### src/rtl/swr_pkg.sv
// Purpose: Shared constants, types and timing for the single-wire slot and ROM layer
// Assumes: core_clk at 25 MHz; times held in ns and turned into cycle counts here
// Notes:   Cycle counts for least times round up to whole cycles

package swr_pkg;

	// Clock period of core_clk in ns
	localparam int unsigned CLK_PERIOD_NS = 40;

	// Write sample point, standard and overdrive speed
	localparam int unsigned WR_SAMPLE_STD_NS = 30000;
	localparam int unsigned WR_SAMPLE_OD_NS  = 4000;
	// End of our own pulldown in a read slot; must stay below the sample point
	localparam int unsigned RD_HOLD_STD_NS   = 28000;
	localparam int unsigned RD_HOLD_OD_NS    = 3000;
	// Reset low time that returns the device to standard speed
	localparam int unsigned RESET_LONG_NS    = 480000;
	// Shortest low time that counts as a reset while in overdrive
	localparam int unsigned RESET_OD_NS      = 48000;
	// Presence pulse: wait after the rising edge, then low time
	localparam int unsigned PD_WAIT_STD_NS   = 15000;
	localparam int unsigned PD_LOW_STD_NS    = 60000;
	localparam int unsigned PD_WAIT_OD_NS    = 2000;
	localparam int unsigned PD_LOW_OD_NS     = 8000;

	// Derived cycle counts, rounded up
	localparam int unsigned WR_SAMPLE_STD_CYC = (WR_SAMPLE_STD_NS + CLK_PERIOD_NS - 1) / CLK_PERIOD_NS;
	localparam int unsigned WR_SAMPLE_OD_CYC  = (WR_SAMPLE_OD_NS + CLK_PERIOD_NS - 1) / CLK_PERIOD_NS;
	localparam int unsigned RD_HOLD_STD_CYC   = (RD_HOLD_STD_NS + CLK_PERIOD_NS - 1) / CLK_PERIOD_NS;
	localparam int unsigned RD_HOLD_OD_CYC    = (RD_HOLD_OD_NS + CLK_PERIOD_NS - 1) / CLK_PERIOD_NS;
	localparam int unsigned RESET_LONG_CYC    = (RESET_LONG_NS + CLK_PERIOD_NS - 1) / CLK_PERIOD_NS;
	localparam int unsigned RESET_OD_CYC      = (RESET_OD_NS + CLK_PERIOD_NS - 1) / CLK_PERIOD_NS;
	localparam int unsigned PD_WAIT_STD_CYC   = (PD_WAIT_STD_NS + CLK_PERIOD_NS - 1) / CLK_PERIOD_NS;
	localparam int unsigned PD_LOW_STD_CYC    = (PD_LOW_STD_NS + CLK_PERIOD_NS - 1) / CLK_PERIOD_NS;
	localparam int unsigned PD_WAIT_OD_CYC    = (PD_WAIT_OD_NS + CLK_PERIOD_NS - 1) / CLK_PERIOD_NS;
	localparam int unsigned PD_LOW_OD_CYC     = (PD_LOW_OD_NS + CLK_PERIOD_NS - 1) / CLK_PERIOD_NS;

	// Width of the slot timer and the low-time counter
	localparam int unsigned CNT_W = 14;

	// Identifier layout
	localparam int unsigned ID_BITS = 64;
	localparam int unsigned CMD_BITS = 8;

	// Identifier value; arbitrary, replaced per part
	localparam logic [63:0] ROM_ID_RESET = 64'h5a3c_1e2d_0f4b_6a28;

	// ROM command codes
	localparam logic [7:0] CMD_SEARCH   = 8'hf0;
	localparam logic [7:0] CMD_READ_ID  = 8'h33;
	localparam logic [7:0] CMD_MATCH    = 8'h55;
	localparam logic [7:0] CMD_SKIP     = 8'hcc;
	localparam logic [7:0] CMD_RESUME   = 8'ha5;
	localparam logic [7:0] CMD_OD_SKIP  = 8'h3c;
	localparam logic [7:0] CMD_OD_MATCH = 8'h69;

	// Slot engine states
	typedef enum logic [2:0] {
		EN_IDLE,
		EN_SLOT,
		EN_WAIT_HIGH,
		EN_PD_WAIT,
		EN_PD_LOW
	} swr_eng_e;

	// ROM layer states
	typedef enum logic [2:0] {
		RM_HALT,
		RM_CMD,
		RM_SEARCH,
		RM_READ,
		RM_MATCH,
		RM_FUNC
	} swr_rom_e;

	// One sampled bit from the slot engine
	typedef struct packed {
		logic strobe;
		logic value;
	} swr_slot_s;

endpackage

### src/rtl/swr_fifo.sv
// Purpose: Small flip-flop FIFO with valid/ready on both sides
// Assumes: DEPTH of at least 2
// Notes:   Flags are registered, so in_ready and out_valid come from flops

`timescale 1ns/10ps

module swr_fifo #(
	parameter int unsigned WIDTH = 8,
	parameter int unsigned DEPTH = 4
) (
	// Clock and reset
	input  wire logic             core_clk,
	input  wire logic             resetn,
	// Fill side
	input  wire logic             in_valid,
	input  wire logic [WIDTH-1:0] in_data,
	output logic                  in_ready,
	// Drain side
	output logic                  out_valid,
	output logic      [WIDTH-1:0] out_data,
	input  wire logic             out_ready
);

	localparam int unsigned PTR_W = $clog2(DEPTH);
	localparam int unsigned CNT_W = $clog2(DEPTH + 1);
	localparam logic [PTR_W-1:0] LAST_PTR = PTR_W'(DEPTH - 1);
	localparam logic [CNT_W-1:0] FULL_CNT = CNT_W'(DEPTH);

	logic [WIDTH-1:0] mem [DEPTH];   // Storage words
	logic [PTR_W-1:0] wr_ptr;         // Next slot to fill
	logic [PTR_W-1:0] rd_ptr;         // Oldest word
	logic [CNT_W-1:0] count;          // Words held
	logic [CNT_W-1:0] next_count;     // Count after this cycle
	logic             push;           // Word taken in
	logic             pop;            // Word handed out

	// Handshakes only on honest flags
	assign push = in_valid & in_ready;
	assign pop  = out_valid & out_ready;
	assign out_data = mem[rd_ptr];

	// Occupancy after this cycle
	always_comb begin
		next_count = count;
		if (push & ~pop) begin
			next_count = count + CNT_W'(1);
		end else if (pop & ~push) begin
			next_count = count - CNT_W'(1);
		end
	end

	// Pointers, count and registered flags
	always_ff @(posedge core_clk or negedge resetn) begin
		if (!resetn) begin
			wr_ptr    <= '0;
			rd_ptr    <= '0;
			count     <= '0;
			in_ready  <= 1'b1;
			out_valid <= 1'b0;
		end else begin
			if (push) begin
				wr_ptr <= (wr_ptr == LAST_PTR) ? '0 : wr_ptr + PTR_W'(1);
			end
			if (pop) begin
				rd_ptr <= (rd_ptr == LAST_PTR) ? '0 : rd_ptr + PTR_W'(1);
			end
			count     <= next_count;
			in_ready  <= next_count != FULL_CNT;
			out_valid <= next_count != '0;
		end
	end

	// Data words carry no reset; only written slots are ever read
	always_ff @(posedge core_clk) begin
		if (push) begin
			mem[wr_ptr] <= in_data;
		end
	end

endmodule

### src/rtl/swr_slot_rom.sv
// Purpose: Peripheral side of a single-wire open-drain link: bit slots and ROM commands
// Assumes: dq_in synchronous to core_clk and already filtered; dq_out/dq_oe drive low only
// Notes:   Function-phase slots are taken as write bits and packed into bytes for the FIFO

`timescale 1ns/10ps

module swr_slot_rom #(
	parameter logic [63:0] ROM_ID         = swr_pkg::ROM_ID_RESET,
	parameter int unsigned RESET_LONG_CYC = swr_pkg::RESET_LONG_CYC,
	parameter int unsigned FIFO_DEPTH     = 4
) (
	// Clock and reset
	input  wire logic       core_clk,
	input  wire logic       resetn,
	// Open-drain data line
	input  wire logic       dq_in,
	output logic            dq_out,
	output logic            dq_oe,
	// Link status
	output logic            fn_active,
	output logic            overdrive_flag,
	output logic            resume_selected_flag,
	// Function-phase byte stream
	output logic            rx_valid,
	output logic      [7:0] rx_data,
	input  wire logic       rx_ready
);

	localparam int unsigned W = swr_pkg::CNT_W;
	localparam logic [W-1:0] CNT_MAX = '1;
	localparam logic [5:0]   LAST_IDX = 6'(swr_pkg::ID_BITS - 1);
	localparam logic [2:0]   LAST_CMD = 3'(swr_pkg::CMD_BITS - 1);

	// Slot engine
	swr_pkg::swr_eng_e eng;            // Engine state
	logic [W-1:0]      t_cnt;          // Cycles since falling edge or phase start
	logic [W-1:0]      low_cnt;        // Cycles the line has been low
	logic              line_q;         // Line level one cycle back
	swr_pkg::swr_slot_s slot;          // Sampled bit, one-cycle strobe
	logic [W-1:0]      sample_cyc;     // Write sample point at current speed
	logic [W-1:0]      hold_cyc;       // End of read pulldown at current speed
	logic [W-1:0]      pd_wait_cyc;    // Presence wait at current speed
	logic [W-1:0]      pd_low_cyc;     // Presence low at current speed
	logic              fall;           // Line went low this cycle
	logic              rise;           // Line went high this cycle
	logic              long_reset;     // Low long enough for a full reset
	logic              bus_reset;      // A reset pulse just ended

	// ROM layer
	swr_pkg::swr_rom_e rom;            // ROM layer state
	logic [7:0]        cmd_sh;         // Command shift register
	logic [2:0]        cmd_cnt;        // Command bits received
	logic [5:0]        idx;            // Identifier bit position
	logic [1:0]        phase;          // Search triplet position
	logic              mismatch;       // Match saw a differing bit
	logic [7:0]        next_cmd;       // Command including the current bit
	logic              cmd_done;       // Last command bit taken
	logic              id_bit;         // Identifier bit at idx
	logic              drive_req;      // Next slot should return a zero
	logic              rc_set;         // Selection succeeded
	logic              rc_clear;       // Another command addressed the bus

	// Byte path toward the FIFO
	logic [7:0]        fn_sh;          // Function byte being built
	logic [2:0]        fn_cnt;         // Function bits received
	logic              byte_pend;      // Completed byte waiting for the FIFO
	logic [7:0]        byte_reg;       // Completed byte
	logic              fifo_ready;     // FIFO can take a byte

	// The pin only ever pulls low
	assign dq_out = 1'b0;

	// Speed-dependent timing
	assign sample_cyc  = overdrive_flag ? W'(swr_pkg::WR_SAMPLE_OD_CYC) : W'(swr_pkg::WR_SAMPLE_STD_CYC);
	assign hold_cyc    = overdrive_flag ? W'(swr_pkg::RD_HOLD_OD_CYC) : W'(swr_pkg::RD_HOLD_STD_CYC);
	assign pd_wait_cyc = overdrive_flag ? W'(swr_pkg::PD_WAIT_OD_CYC) : W'(swr_pkg::PD_WAIT_STD_CYC);
	assign pd_low_cyc  = overdrive_flag ? W'(swr_pkg::PD_LOW_OD_CYC) : W'(swr_pkg::PD_LOW_STD_CYC);

	// Edges and reset recognition
	assign fall       = line_q & ~dq_in;
	assign rise       = ~line_q & dq_in;
	assign long_reset = low_cnt >= W'(RESET_LONG_CYC);
	// In overdrive a short reset also counts; speed between the two bounds is kept
	assign bus_reset  = rise & (long_reset | (overdrive_flag & (low_cnt >= W'(swr_pkg::RESET_OD_CYC))));

	// Line history and low-time counter, saturating
	always_ff @(posedge core_clk or negedge resetn) begin
		if (!resetn) begin
			line_q  <= 1'b1;
			low_cnt <= '0;
		end else begin
			line_q <= dq_in;
			if (dq_in) begin
				low_cnt <= '0;
			end else if (low_cnt != CNT_MAX) begin
				low_cnt <= low_cnt + W'(1);
			end
		end
	end

	// Slot engine: timer started on each falling edge, presence after a reset
	always_ff @(posedge core_clk or negedge resetn) begin
		if (!resetn) begin
			eng   <= swr_pkg::EN_IDLE;
			t_cnt <= '0;
			dq_oe <= 1'b0;
		end else if (bus_reset) begin
			// End of a reset pulse wins over any slot in flight
			eng   <= swr_pkg::EN_PD_WAIT;
			t_cnt <= '0;
			dq_oe <= 1'b0;
		end else begin
			case (eng)
				swr_pkg::EN_IDLE: begin
					if (fall) begin
						// Timer starts at the controller's edge; zero reply drives at once
						eng   <= swr_pkg::EN_SLOT;
						t_cnt <= W'(1);
						dq_oe <= drive_req;
					end
				end
				swr_pkg::EN_SLOT: begin
					t_cnt <= t_cnt + W'(1);
					if (t_cnt == hold_cyc) begin
						dq_oe <= 1'b0;
					end
					if (t_cnt == sample_cyc) begin
						eng <= swr_pkg::EN_WAIT_HIGH;
					end
				end
				swr_pkg::EN_WAIT_HIGH: begin
					// Recovery is the controller's; we only wait for the line to return
					if (dq_in) begin
						eng <= swr_pkg::EN_IDLE;
					end
				end
				swr_pkg::EN_PD_WAIT: begin
					t_cnt <= t_cnt + W'(1);
					if (t_cnt == pd_wait_cyc) begin
						eng   <= swr_pkg::EN_PD_LOW;
						t_cnt <= '0;
						dq_oe <= 1'b1;
					end
				end
				swr_pkg::EN_PD_LOW: begin
					t_cnt <= t_cnt + W'(1);
					if (t_cnt == pd_low_cyc) begin
						// Our own low must not look like a slot
						eng   <= swr_pkg::EN_WAIT_HIGH;
						dq_oe <= 1'b0;
					end
				end
				default: begin
					eng   <= swr_pkg::EN_IDLE;
					dq_oe <= 1'b0;
				end
			endcase
		end
	end

	// One sampled bit per slot, taken at the single fixed point
	always_ff @(posedge core_clk or negedge resetn) begin
		if (!resetn) begin
			slot <= '0;
		end else begin
			slot.strobe <= (eng == swr_pkg::EN_SLOT) && (t_cnt == sample_cyc) && !bus_reset;
			slot.value  <= dq_in;
		end
	end

	// ROM layer helpers
	assign id_bit   = ROM_ID[idx];
	assign next_cmd = {slot.value, cmd_sh[7:1]};
	assign cmd_done = slot.strobe && (rom == swr_pkg::RM_CMD) && (cmd_cnt == LAST_CMD);

	// Reply for the coming slot; a one reply never drives
	always_comb begin
		drive_req = 1'b0;
		case (rom)
			swr_pkg::RM_SEARCH: begin
				if (phase == 2'd0) begin
					drive_req = ~id_bit;
				end else if (phase == 2'd1) begin
					drive_req = id_bit;
				end
			end
			swr_pkg::RM_READ: begin
				drive_req = ~id_bit;
			end
			default: begin
				drive_req = 1'b0;
			end
		endcase
	end

	// ROM command decode and identifier sequencing
	always_ff @(posedge core_clk or negedge resetn) begin
		if (!resetn) begin
			rom       <= swr_pkg::RM_HALT;
			cmd_sh    <= '0;
			cmd_cnt   <= '0;
			idx       <= '0;
			phase     <= '0;
			mismatch  <= 1'b0;
			fn_active <= 1'b0;
		end else if (bus_reset) begin
			// Every reset pulse starts a fresh command; this also wakes a halted device
			rom       <= swr_pkg::RM_CMD;
			cmd_cnt   <= '0;
			idx       <= '0;
			phase     <= '0;
			mismatch  <= 1'b0;
			fn_active <= 1'b0;
		end else if (slot.strobe) begin
			case (rom)
				swr_pkg::RM_CMD: begin
					cmd_sh  <= next_cmd;
					cmd_cnt <= cmd_cnt + 3'd1;
					if (cmd_done) begin
						case (next_cmd)
							swr_pkg::CMD_SEARCH: rom <= swr_pkg::RM_SEARCH;
							swr_pkg::CMD_READ_ID: rom <= swr_pkg::RM_READ;
							swr_pkg::CMD_MATCH: rom <= swr_pkg::RM_MATCH;
							swr_pkg::CMD_OD_MATCH: rom <= swr_pkg::RM_MATCH;
							swr_pkg::CMD_SKIP: begin
								rom       <= swr_pkg::RM_FUNC;
								fn_active <= 1'b1;
							end
							swr_pkg::CMD_OD_SKIP: begin
								rom       <= swr_pkg::RM_FUNC;
								fn_active <= 1'b1;
							end
							swr_pkg::CMD_RESUME: begin
								rom       <= resume_selected_flag ? swr_pkg::RM_FUNC : swr_pkg::RM_HALT;
								fn_active <= resume_selected_flag;
							end
							default: rom <= swr_pkg::RM_HALT;
						endcase
					end
				end
				swr_pkg::RM_SEARCH: begin
					if (phase != 2'd2) begin
						phase <= phase + 2'd1;
					end else if (slot.value != id_bit) begin
						rom <= swr_pkg::RM_HALT;
					end else if (idx == LAST_IDX) begin
						rom       <= swr_pkg::RM_FUNC;
						fn_active <= 1'b1;
					end else begin
						idx   <= idx + 6'd1;
						phase <= 2'd0;
					end
				end
				swr_pkg::RM_READ: begin
					if (idx == LAST_IDX) begin
						rom       <= swr_pkg::RM_FUNC;
						fn_active <= 1'b1;
					end else begin
						idx <= idx + 6'd1;
					end
				end
				swr_pkg::RM_MATCH: begin
					// Each device decides alone, so the bus population does not matter
					if (idx == LAST_IDX) begin
						if (mismatch || (slot.value != id_bit)) begin
							rom <= swr_pkg::RM_HALT;
						end else begin
							rom       <= swr_pkg::RM_FUNC;
							fn_active <= 1'b1;
						end
					end else begin
						mismatch <= mismatch | (slot.value != id_bit);
						idx      <= idx + 6'd1;
					end
				end
				default: begin
					rom <= rom;
				end
			endcase
		end
	end

	// Speed flag: set by the two overdrive commands, cleared only by a long reset
	always_ff @(posedge core_clk or negedge resetn) begin
		if (!resetn) begin
			overdrive_flag <= 1'b0;
		end else if (bus_reset && long_reset) begin
			overdrive_flag <= 1'b0;
		end else if (cmd_done && (next_cmd == swr_pkg::CMD_OD_SKIP || next_cmd == swr_pkg::CMD_OD_MATCH)) begin
			overdrive_flag <= 1'b1;
		end
	end

	// Selection success and foreign access
	assign rc_set = slot.strobe && !bus_reset && (idx == LAST_IDX) && (
		((rom == swr_pkg::RM_MATCH) && !mismatch && (slot.value == id_bit)) ||
		((rom == swr_pkg::RM_SEARCH) && (phase == 2'd2) && (slot.value == id_bit)));
	assign rc_clear = cmd_done && (next_cmd != swr_pkg::CMD_RESUME);

	// Resume flag; a success wins over a clear in the same cycle
	always_ff @(posedge core_clk or negedge resetn) begin
		if (!resetn) begin
			resume_selected_flag <= 1'b0;
		end else if (rc_set) begin
			resume_selected_flag <= 1'b1;
		end else if (rc_clear) begin
			resume_selected_flag <= 1'b0;
		end
	end

	// Function bytes; new bits are ignored while a byte waits for room
	always_ff @(posedge core_clk or negedge resetn) begin
		if (!resetn) begin
			fn_sh     <= '0;
			fn_cnt    <= '0;
			byte_pend <= 1'b0;
			byte_reg  <= '0;
		end else begin
			if (byte_pend && fifo_ready) begin
				byte_pend <= 1'b0;
			end
			if (bus_reset) begin
				fn_cnt <= '0;
			end else if (slot.strobe && (rom == swr_pkg::RM_FUNC) && !byte_pend) begin
				fn_sh  <= {slot.value, fn_sh[7:1]};
				fn_cnt <= fn_cnt + 3'd1;
				if (fn_cnt == 3'd7) begin
					byte_pend <= 1'b1;
					byte_reg  <= {slot.value, fn_sh[7:1]};
				end
			end
		end
	end

	// Byte buffer toward the user side
	swr_fifo #(
		.WIDTH (8),
		.DEPTH (FIFO_DEPTH)
	) u_fifo (
		.core_clk  (core_clk),
		.resetn    (resetn),
		.in_valid  (byte_pend),
		.in_data   (byte_reg),
		.in_ready  (fifo_ready),
		.out_valid (rx_valid),
		.out_data  (rx_data),
		.out_ready (rx_ready)
	);

endmodule

### config.mk
export PLATFORM = sky130hd
export DESIGN_NAME = swr_slot_rom
export DESIGN_NICKNAME = d
export VERILOG_FILES = /design/src/rtl/swr_pkg.sv /design/src/rtl/swr_fifo.sv /design/src/rtl/swr_slot_rom.sv
export SDC_FILE = /design/constraint.sdc
export NUM_CORES = 1
export LEC_CHECK = 0
export ABC_AREA = 1
export BUFFER_PORTS_ARGS = -buffer_cell sky130_fd_sc_hd__buf_2
export CAP_MARGIN = 20
export CELL_PAD_IN_SITES_DETAIL_PLACEMENT = 0
export CELL_PAD_IN_SITES_GLOBAL_PLACEMENT = 1
export CORE_ASPECT_RATIO = 1.4
export CORE_UTILIZATION = 40
export DETAILED_ROUTE_END_ITERATION = 6
export PLACE_DENSITY = 0.67
export SYNTH_ARGS = -nofsm -noshare
export SYNTH_HDL_FRONTEND = slang
export SYNTH_SLANG_ARGS = --single-unit
export TNS_END_PERCENT = 50
### constraint.sdc
create_clock -name core_clk -period 2.1 [get_ports core_clk]
set_input_delay 0.21 -clock core_clk [delete_from_list [all_inputs] [get_ports core_clk]]
set_output_delay 0.21 -clock core_clk [all_outputs]
set_load 0.1 [all_outputs]
==> summary.txt, run 1 <==
Hold path
  • Hold path start: dq_in
  • Worst Hold Class: input pin to flop
  • WHS Path Cells: 2
  • Min-Delay Endpoint: line_q

Final layout
  • Area of the multi-input gates: ~3100 um2
  • Ant diodes: 0
  • Area Overhead vs Synth: 17.1%
  • FF+latch area: around 3200 um2
  • Max reg flops: 32
  • Regs by FF count: u_fifo.mem: 32 flops, low_cnt: 14 flops, t_cnt: 14 flops
  • Nets: slightly below 900
  • Filler instances: 1596
  • Share of cells above drive strength 1: 16.0%
  • Final Non-Filler Cells: between 1000 and 1500
  • Reg with most FFs: u_fifo.mem

Global routing
  • Met1 Usage GRT: ~22%
  • First-pass GRT wire length: around 26000 um
  • Met3 usage: 4.51%
  • Largest net degree at the start of global routing: 74
  • GRT met2 Usage: between 30% and 40%
  • Grt total ovfl: 0
  • Initial antenna violation count: 0
  • Vias in the first global route: between 5000 and 6000
  • GR peak layer: met2
  • Tot GR Track Use: 19.4%

Setup path
  • Crit path cell chain: clkinvlp_4 -> buf_4 -> o21ai_0 -> o22ai_2 -> buf_12
  • Startpoint Class: flop
  • CP delay by family, top: buffers and inverters
  • Crit Path Class: flop to output pin
  • CP bufs+invs: 3
  • R2R Path Start: idx[0]
  • CP peak stage delay: between 0.3 and 0.4 ns
  • Reg2Reg Capture Point: idx[5]
  • Worst Setup End Kind: output pin
  • Req. time, crit path: 1.89 ns
  • FF-to-FF path depth: 14
  • Critical path peak fanout: 14
  • Max stage delay cell, worst path: dfrtp_1
  • Slack of the worst reg-to-reg path: approximately 0.20 ns
  • Crit path DAT: between 1.5 and 2 ns

STA
  • Final min period: between 1.5 and 2 ns
  • Fin. Hold Viols: 0
  • Final setup margin: between 0.1 and 0.15 ns
  • Max Slew Vio Count: 0
  • RSZ-0062 raised after global routing: true
  • FMAX: 509 MHz
  • Endpoints failing setup: 0
  • Total negative slack: 0 ns
  • Max-slew headroom: around 66%
  • Clock skew: 0.0181 ns
  • Worst-Margin Slew: approximately 0.52 ns
  • Tcrit/Tclk final: around 94%

Status
  • Failing checks: DRC
  • Status: finished with violations

Power and ir drop
  • Max IR drop VDD: about 0.00055 V
  • Leakage: ~0.0035 uW
  • Power per cell area: approximately 1000 nW/um2

Clock tree
  • Clock slew at reported path FFs: approximately 0.060 ns
  • Clock Tree Root: clkbuf_16
  • Clk sinks: 120
  • Max H-tree Level: 4
  • Num CTS Buffers: 17
  • CTS Buffer Depth: 2
  • CTS tree: done
  • Clk Latency, worst-skew pair: 0.43 ns

Drt
  • First-pass detailed-route iteration total: 7
  • Post-route antenna net violation count: 0
  • Remaining DRCs: 4
  • Vias: roughly 5500
  • Vias per cell: 5.10
  • WL per Instance: approximately 15 um
  • Drt first-iter violations: 248
  • Routed WL: 15800 um

Floorplan
  • Core footprint: around 16000 um2
  • Full die area: roughly 17000 um2
  • # IOs: 18
  • Die width: 112 um
  • Row cnt: between 50 and 60
  • Starting Density: 41.4%
  • Die H: between 150 and 200 um

Synth
  • Most frequent cell after synthesis: nand2_1
  • Yosys warns: 0
  • Synthesis-stage register bit count: 120
  • Yosys top cell by area: dfrtp_1
  • Seq/Total Area, Yosys: between 40% and 50%
  • Synth Cell Area: ~6800 um2
  • Syn nets: about 850
  • Mapped Cells: ~830
  • Share of the synthesized area in the top cell type: roughly a third
  • Most area-consuming cells after synthesis: dfrtp_1, edfxtp_1, nand2_1
  • EDFF count, synth: 32
  • Primary FF master, synth: dfrtp_1
  • Post-synth top cells: nand2_1, inv_1, dfrtp_1
  • Post-synth cell types: 49
  • Synthesized area per cell: about 8.2 um2
  • Ys async rst share: between 70% and 80%

Place
  • Port Buffers: 16
  • Placed cell count: 1043
  • Gpl congestion: around 0.86
  • HPWL after DPL: roughly 12000 um
  • Post-Place Worst Slack: around 0.12 ns

Run
  • Max cap viols: 0
[worst max path at each step]
stage / end / slack [ns] / from / cells past startpoint
after floorplan: rx_data[7] / -0.55 / u_fifo.rd_ptr[0] / 5
after global placement: rom[0] / 0.15 / cmd_sh[5] / 9
after detailed placement: idx[3] / 0.12 / idx[0] / 14
after CTS: rx_data[3] / 0.03 / u_fifo.rd_ptr[0] / 5
after global routing: idx[5] / -0.03 / idx[2] / 12
final: rx_data[2] / 0.13 / u_fifo.rd_ptr[0] / 5
[worst reg2reg max path, stage by stage (launching register included)]
cell,delay [ns]
dfrtp_2,0.41
inv_2,0.07
ha_1,0.31
inv_1,0.06
nand2_1,0.04
nand3_1,0.08
nand3_1,0.08
nand2_1,0.12
nand3_1,0.11
nand2_2,0.10
nand3_2,0.10
nand2_4,0.14
inv_2,0.06
nand2_1,0.05
o21ai_1,0.06
[layer usage]
metal	vias up	wire length (um)	share of wire, %
li1	2801	-	-
met1	2611	6900	44
met2	65	8150	52
met3	25	385	2.4
met4	0	308	2.0
met5	-	0	0
[placed cells by master, fill, tap and decap left out, types with 12 or more instances in the layout]
cell,instances
xor2_1,12
dfrtp_1,83
edfxtp_1,32
o21ai_2,16
nor2_1,79
inv_1,101
a21oi_1,18
clkbuf_16,17
nand2_1,187
nor3_1,25
ha_1,20
buf_4,25
nand4_1,13
nand3_1,56
o21ai_0,61
[kinds of logic (layout without fill, tap and decap cells)]
family                     Yosys count  after routing  share of synthesized area, %
DFF                                120            120                          46.9
buffers and inverters              135            187                          8.45
xor gates and xnor gates            15             15                          2.06
adders and majority gates           20             20                          3.71
AOI/OAI and AO/OA                  130            130                          11.5
other                                1              1                        0.0555
and+or+nand+nor                    406            406                          27.4
[cell type report]
class	instances	area share, %
Timing Repair Buffer	41	4.97
Sequential cell	120	40.1
Clock buffer	18	5.43
Inverter	114	5.55
Clock inverter	14	2.09
Multi-Input combinational cell	572	38.7
Tap cell	199	3.15
[report_power, final]
group	total (uW)	internal (uW)	switching, uW
clock network	2930	1780	1150
registers	2740	2550	187
logic	2580	768	1810
[timing repair]
action / in CTS / in global routing
hold buffers: 1 / 0
resized for setup: 1 / 4
setup buffers: 0 / 2
hold endpoints to repair: 15 / 0
setup endpoints to repair: 1 / 17
[per-stage QoR]
| step | total power, uW | instance area [um2] | hold slack [ns] | utilization (%) |
|---|---|---|---|---|
| after floorplan | 4570 | 6800 | -0.0856 | - |
| after global placement | 5350 | 7280 | 0.0930 | 44.6 |
| after detailed placement | 5380 | 7280 | 0.0947 | 44.6 |
| after CTS | 8350 | 7880 | 0.0665 | 48.3 |
| after global routing | 8670 | 7910 | 0.0780 | 48.5 |
| final | 8250 | 7910 | 0.0863 | 48.5 |
No activity file was read; power rests on OpenSTA's default activity.
==> run 2: changes to the inputs <==
--- a/config.mk
+++ b/config.mk
@@ -16,5 +16,6 @@
 export PLACE_DENSITY = 0.67
 export SYNTH_ARGS = -nofsm -noshare
 export SYNTH_HDL_FRONTEND = slang
+export SYNTH_HIERARCHICAL = 1
 export SYNTH_SLANG_ARGS = --single-unit
 export TNS_END_PERCENT = 50
==> run 2 against run 1 <==
- the run now ends clean
- total power rose by 0.76%
- critical path depth rose by 7
- global-route usage rose by 0.66 points
- area after synthesis rose by 1.6%
- sequential cell count did not move
- cell area rose by 2.1%
- clock power fell by 4%
- register-to-register slack got worse by 0.05 ns
- worst hold slack improved by 0.0073 ns
- maximum frequency rose by 0.84%
- worst setup slack improved by 0.016 ns
- largest power group unchanged
==> summary.txt, run 2 <==
Setup path
  • Reg2Reg Capture Point: t_cnt[6]
  • Startpoint Class: flop
  • Crit path DAT: 2.29 ns (+0.53 ns)
  • Crit Path Class: flop to flop
  • FF-to-FF path depth: 12 (-2)
  • Critical path peak fanout: 11 (-3)
  • Slack of the worst reg-to-reg path: 0.15 ns (-0.05 ns)
  • Req. time, crit path: 2.44 ns (+0.55 ns)
  • R2R Path Start: low_cnt[7]
  • Worst Setup End Kind: flop

Power and ir drop
  • Clk pwr share: 33.8% (-1.7 points)
  • Sw Pwr: 3230 uW (+2.5%)
  • Sw frac: 38.9% (+0.65 points)
  • Power per cell area: 1030 nW/um2 (-1.3%)
  • Reg power frac: 33.1% (about the same)
  • Comb pwr share: 33.2% (+1.9 points)
  • Leakage: 0.00357 uW (+2.9%)
  • Max IR drop VDD: 0.000708 V (+28%)
  • Internal Pwr Total: 5080 uW (-0.31%)

Floorplan
  • Full die area: 17700 um2 (+1.6%)
  • Starting Density: 41.0% (-0.44 points)
  • Core footprint: 16700 um2 (+2.7%)
  • Die width: 113 um (+0.78%)
  • Row cnt: 56 (+1.8%)
  • Die H: 157 um (+0.78%)
  • # IOs: 18 (unchanged)

STA
  • Total negative slack: 0 ns (unchanged)
  • RSZ-0062 raised after global routing: false
  • Worst-Margin Slew: 0.563 ns (+0.0426 ns)
  • Max-slew headroom: 62.5% (-3.1 points)
  • Fin. Hold Viols: 0 (unchanged)
  • Endpoints failing setup: 0 (unchanged)
  • Tcrit/Tclk final: 92.9% (-0.78 points)
  • Final min period: 1.95 ns (-0.0164 ns)
  • Clock skew: 0.00923 ns (-0.00885 ns)
  • FMAX: 513 MHz (+0.84%)
  • Max Slew Vio Count: 0 (unchanged)

Synth
  • Synth Area in Compound Gates: 11.4% (-0.071 points)
  • Most frequent cell after synthesis: nand2_1
  • Synthesized area per cell: 8.12 um2 (-0.57%)
  • Multiplexer share of the synthesized area: 0.164% (+0.16 points)
  • Largest family of logic cells by synthesized area: simple AND/OR/NAND/NOR gates
  • Ys async rst share: 73.3% (unchanged)
  • Seq/Total Area, Yosys: 46.1% (-0.74 points)
  • Post-Synth Adder-Cell Area: 3.65% (-0.058 points)
  • Synth Area in XOR/XNOR: 1.66% (-0.40 points)
  • Post-synth cell types: 51 (+4.1%)
  • Yosys warns: 6 (+6)
  • Post-synth top cells: nand2_1, inv_1, dfrtp_1
  • Synthesis-stage register bit count: 120 (unchanged)
  • Syn nets: 869 (+2.1%)
  • Synth Cell Area: 6860 um2 (+1.6%)
  • Mapped Cells: 845 (+2.2%)
  • Primary FF master, synth: dfrtp_1
  • Post-Synth Simple-Gate Area: 29.0% (+1.7 points)
  • Most area-consuming cells after synthesis: dfrtp_1, edfxtp_1, nand2_1
  • Share of the synthesized area in the top cell type: 31.4% (-0.50 points)
  • Yosys top cell by area: dfrtp_1
  • EDFF count, synth: 32 (unchanged)

Place
  • Gpl congestion: 0.889 (+2.8%)
  • Port Buffers: 16 (unchanged)
  • Placed cell count: 1067 (+2.3%)
  • HPWL after DPL: 12300 um (+4.5%)

Clock tree
  • Max H-tree Level: 4 (unchanged)
  • CTS Buffer Depth: 2 (unchanged)
  • CTS tree: done
  • Clock Tree Root: clkbuf_16
  • Num CTS Buffers: 17 (unchanged)
  • Clk sinks: 120 (unchanged)
  • Clk Latency, worst-skew pair: 0.42 ns (about the same)
  • Clock slew at reported path FFs: 0.06 ns (about the same)

Global routing
  • Tot GR Track Use: 20.1% (+0.66 points)
  • Largest net degree at the start of global routing: 42 (-43%)
  • Vias in the first global route: 5859 (+9.2%)
  • Grt total ovfl: 0 (unchanged)
  • Initial antenna violation count: 0 (unchanged)
  • First-pass GRT wire length: 27700 um (+5.5%)

Drt
  • Routed WL: 16400 um (+4.0%)
  • WL per Instance: 14.8 um (+1.5%)
  • Vias per cell: 5.19 (+1.7%)
  • Post-route antenna net violation count: 0 (unchanged)
  • Vias: 5729 (+4.1%)
  • Drt first-iter violations: 241 (-2.8%)
  • Remaining DRCs: 0 (-4)
  • First-pass detailed-route iteration total: 5 (-2)

Run
  • Max cap viols: 0 (unchanged)

Final layout
  • Nets: 912 (+2.5%)
  • Share of cells above drive strength 1: 17.5% (+1.5 points)
  • Regs by FF count: u_fifo/mem: 32 flops, low_cnt: 14 flops, t_cnt: 14 flops
  • Max reg flops: 32 (unchanged)
  • Commonest cells after routing, fill and taps aside: nand2_1, inv_1, dfrtp_1
  • Final Non-Filler Cells: 1104 (+2.4%)
  • Reg with most FFs: u_fifo/mem
  • Area Overhead vs Synth: 17.6%
  • Most common cell after layout, fill and taps aside: nand2_1
  • Ant diodes: 0 (unchanged)

Status
  • Status: finished clean

Hold path
  • Hold path start: dq_in
  • Worst Hold Class: input pin to flop
  • Min-Delay Endpoint: line_q
  • WHS Path Cells: 2 (unchanged)
run 2: layout make-up:
| type | instances | area [um2] |
|---|---|---|
| Clock buffer | 18 | 429 |
| Clock inverter | 14 | 139 |
| Fill cell | 1643 | 8670 |
| Inverter | 103 | 397 |
| Multi-Input combinational cell | 600 | 3250 |
| Sequential cell | 120 | 3170 |
| Tap cell | 203 | 254 |
| Timing Repair Buffer | 46 | 430 |
run 2: kinds of logic (layout without fill, tap and decap cells):
group           count (synthesis)  after routing
compound gates                134            134
xor+xnor                       13             13
fa+ha+maj                      20             20
buf+inv                       126            181
flops                         120            120
mux                             1              1
other cells                     1              1
simple gates                  430            431
run 2: what timing repair did:
action / 4_1_cts / 5_1_grt
hold endpoints to repair: 36 / 0
resized for setup: 0 / 14
hold buffers: 1 / 0
endpoints found under the setup margin: 0 / 26
buffers inserted: 0 / 3
run 2: how the worst max path moves through the flow:
| stage | to | from | cells past startpoint | slack [ns] |
|---|---|---|---|---|
| finish | t_cnt[6] | low_cnt[7] | 12 | 0.15 |
| global route | t_cnt[6] | low_cnt[7] | 12 | 0.003 |
| CTS | cmd_sh[3] | low_cnt[7] | 10 | 0.08 |
| detailed placement | cmd_sh[3] | low_cnt[7] | 11 | 0.1 |
| global placement | fn_active | idx[1] | 14 | 0.13 |
| floorplan | idx[0] | overdrive_flag | 11 | 0.21 |
run 2: per-stage QoR:
step | setup slack [ns] | hold slack (ns) | cell area [um2] | power, uW | util [%]
after floorplan | 0.212 | -0.0856 | 6910 | 4670 | -
after global placement | 0.130 | 0.240 | 7420 | 5540 | 44.3
after detailed placement | 0.0990 | 0.232 | 7420 | 5560 | 44.3
after CTS | 0.0849 | 0.0754 | 8000 | 8400 | 47.8
after global routing | 0.00251 | 0.0879 | 8070 | 8760 | 48.2
final | 0.150 | 0.0936 | 8070 | 8310 | 48.2
run 2: worst max-delay path, cell delays in order, from the launching register on:
cell     delay (ns)
dfrtp_1        0.43
nand2_1        0.14
nand3_1        0.10
nand2_1        0.07
nand2_1        0.09
nand2_4        0.12
nand2_8        0.09
inv_4          0.14
buf_4          0.21
nand2_1        0.18
a21oi_1        0.14
o21ai_0        0.08
o21ai_1        0.08
run 2: power by group through the flow:
stage                     sequential, uW  clock [uW]  combinational [uW]
after detailed placement            2790           0                2770
final                               2750        2800                2760
after global placement              2780           0                2760
after floorplan                     2790           0                1880
after global routing                2780        2960                3020
after CTS                           2740        2880                2780
run 2: routing by layer:
metal  vias up  GRT usage, %  part of all wire, %
met5         -             0                    0
met4         0          8.19                  2.4
met3        28          3.81                  2.7
met2        91          37.9                   54
met1      2717          21.9                   41
li1       2893             -                    -
==> run 3: changes to the inputs <==
--- a/config.mk
+++ b/config.mk
@@ -12,6 +12,7 @@
 export CELL_PAD_IN_SITES_GLOBAL_PLACEMENT = 1
 export CORE_ASPECT_RATIO = 1.4
 export CORE_UTILIZATION = 40
+export CTS_BUF_LIST = sky130_fd_sc_hd__clkbuf_16
 export DETAILED_ROUTE_END_ITERATION = 6
 export PLACE_DENSITY = 0.67
 export SYNTH_ARGS = -nofsm -noshare
==> run 3 against run 2 <==
- sequential cell count is the same
- register-to-register slack hardly changed
- sequential power hardly changed
- first-iteration DRC count stayed put
- largest power group unchanged
- highest routed layer unchanged
==> summary.txt, run 3 (synthesis results as in run 2) <==
Drt
  • Post-route antenna net violation count: 0 (unchanged)
  • Routed WL: 16400 um (unchanged)
  • Drt first-iter violations: 241 (unchanged)
  • Vias per cell: 5.19 (unchanged)
  • Remaining DRCs: 0 (unchanged)
  • Vias: 5729 (unchanged)
  • WL per Instance: 14.8 um (unchanged)
  • First-pass detailed-route iteration total: 5 (unchanged)

Final layout
  • Reg with most FFs: u_fifo/mem
  • Final core utilization: 48.2% (unchanged)
  • Regs by FF count: u_fifo/mem: 32 flops, low_cnt: 14 flops, t_cnt: 14 flops
  • Ant diodes: 0 (unchanged)
  • Max reg flops: 32 (unchanged)
  • Commonest cells after routing, fill and taps aside: nand2_1, inv_1, dfrtp_1
  • Nets: 912 (unchanged)
  • Final Non-Filler Cells: 1104 (unchanged)
  • Most common cell after layout, fill and taps aside: nand2_1
  • Area Overhead vs Synth: 17.6% (unchanged)
  • Share of cells above drive strength 1: 17.5% (unchanged)

Floorplan
  • Row cnt: 56 (unchanged)
  • # IOs: 18 (unchanged)
  • Starting Density: 41.0% (unchanged)
  • Die width: 113 um (unchanged)
  • Core footprint: 16700 um2 (unchanged)
  • Full die area: 17700 um2 (unchanged)
  • Die H: 157 um (unchanged)

STA
  • Total negative slack: 0 ns (unchanged)
  • Endpoints failing setup: 0 (unchanged)
  • Tcrit/Tclk final: 92.9% (unchanged)
  • Max Slew Vio Count: 0 (unchanged)
  • Max-slew headroom: 62.5% (unchanged)
  • Hold slack: 0.0936 ns (+0.000000700 ns)
  • RSZ-0062 raised after global routing: false
  • Clock skew: 0.00923 ns (-0.0000000300 ns)
  • FMAX: 513 MHz (unchanged)
  • Worst-Margin Slew: 0.563 ns (unchanged)
  • Final min period: 1.95 ns (unchanged)
  • Fin. Hold Viols: 0 (unchanged)

Setup path
  • CP bufs+invs: 2 (unchanged)
  • Critical path peak fanout: 11 (unchanged)
  • Startpoint Class: flop
  • FF-to-FF path depth: 12 (unchanged)
  • Crit Path Class: flop to flop
  • Worst Setup End Kind: flop
  • Max stage delay cell, worst path: dfrtp_1
  • Crit path cell chain: nand2_1 -> nand3_1 -> nand2_1 -> nand2_1 -> nand2_4 -> nand2_8 -> inv_4 -> buf_4 -> nand2_1 -> a21oi_1 -> o21ai_0 -> o21ai_1
  • CP peak stage delay: 0.43 ns (about the same)
  • Critical Path Stages: 12 (unchanged)
  • Crit path DAT: 2.29 ns (about the same)
  • Req. time, crit path: 2.44 ns (about the same)
  • Worst path most repeated cell: nand2_1
  • CP delay by family, top: simple AND/OR/NAND/NOR gates

Hold path
  • Worst Hold Class: input pin to flop
  • WHS Path Cells: 2 (unchanged)

Power and ir drop
  • Comb pwr share: 33.2% (about the same)
  • Max IR drop VDD: 0.000708 V (unchanged)
  • Tot Pwr: 8300 uW (about the same)
  • Sw frac: 38.9% (about the same)
  • Reg power frac: 33.1% (about the same)
  • Power per cell area: 1030 nW/um2 (about the same)
  • Internal Pwr Total: 5080 uW (about the same)
  • Clk pwr share: 33.7% (about the same)
  • Leakage: 0.00357 uW (+0.12%)
  • Sw Pwr: 3230 uW (about the same)

Global routing
  • Grt total ovfl: 0 (unchanged)
  • Tot GR Track Use: 20.1% (unchanged)
  • Initial antenna violation count: 0 (unchanged)
  • Largest net degree at the start of global routing: 42 (unchanged)
  • First-pass GRT wire length: 27700 um (unchanged)
  • Vias in the first global route: 5859 (unchanged)

Run
  • Max cap viols: 0 (unchanged)

Clock tree
  • Clk sinks: 120 (unchanged)
  • CTS Buffer Depth: 2 (unchanged)
  • Clock Tree Root: clkbuf_16
  • Max H-tree Level: 4 (unchanged)
  • Clk Latency, worst-skew pair: 0.42 ns (about the same)
  • Clock slew at reported path FFs: 0.06 ns (about the same)
  • Num CTS Buffers: 17 (unchanged)
  • CTS tree: done

Place
  • Gpl congestion: 0.889 (unchanged)
  • Port Buffers: 16 (unchanged)
  • HPWL after DPL: 12300 um (unchanged)
  • Placed cell count: 1067 (unchanged)

Status
  • Status: finished clean
## run 3: changes by cell type in the layout (fill, tap and decap cells not counted), sizes merged
| cell | previous run | this run |
|---|---|---|
| inv | 110 | 111 |
| clkbuf | 18 | 17 |
## run 3: timing repair
item,CTS,global route
hold buffers,1,0
endpoints found under the hold margin,36,0
gates resized for setup,0,14
setup buffers,0,3
endpoints found under the setup margin,0,26
## run 3: cell type report
type	instances	area [um2]
Clock buffer	17	425
Clock inverter	15	143
Fill cell	1643	8670
Inverter	103	397
Multi-Input combinational cell	600	3250
Sequential cell	120	3170
Tap cell	203	254
Timing Repair Buffer	46	430
## run 3: stage by stage
step	area [um2]	worst slack, ns
after global routing	8070	0.00251
after global placement	7420	0.130
after detailed placement	7420	0.0990
after floorplan	6910	0.212
after CTS	8000	0.0849
final	8070	0.150
## run 3: routing by layer
metal	track usage, %	wire length [um]	share of wire [%]
met2	37.9	8830	54
met3	3.81	450	2.7
met1	21.9	6700	41
met4	8.19	387	2.4
met5	0	0	0
## run 3: worst register-to-register path: stages (launching register included)
cell     delay (ns)
dfrtp_1        0.43
nand2_1        0.14
nand3_1        0.10
nand2_1        0.07
nand2_1        0.09
nand2_4        0.12
nand2_8        0.09
inv_4          0.14
buf_4          0.21
nand2_1        0.18
a21oi_1        0.14
o21ai_0        0.08
o21ai_1        0.08
## run 3: power groups by stage
stage          Combinational (uW)  Clock, uW  Sequential [uW]
6_report                     2760       2800             2750
5_1_grt                      3020       2960             2780
4_1_cts                      2780       2870             2740
3_5_place_dp                 2770          0             2790
3_3_place_gp                 2760          0             2780
2_1_floorplan                1880          0             2790
## run 3: path summary, 6_finish.rpt
| path | end | from | slack [ns] |
|---|---|---|---|
| hold reg to reg | fn_sh[5] | fn_sh[6] | 0.49 |
| hold / removal | line_q | dq_in | 0.09 |
| max in group asynchronous | line_q | resetn | 1.07 |
| setup reg to reg | t_cnt[6] | low_cnt[7] | 0.15 |
| setup / recovery | t_cnt[6] | low_cnt[7] | 0.15 |
| min in group asynchronous | u_fifo/count[0] | resetn | 0.32 |
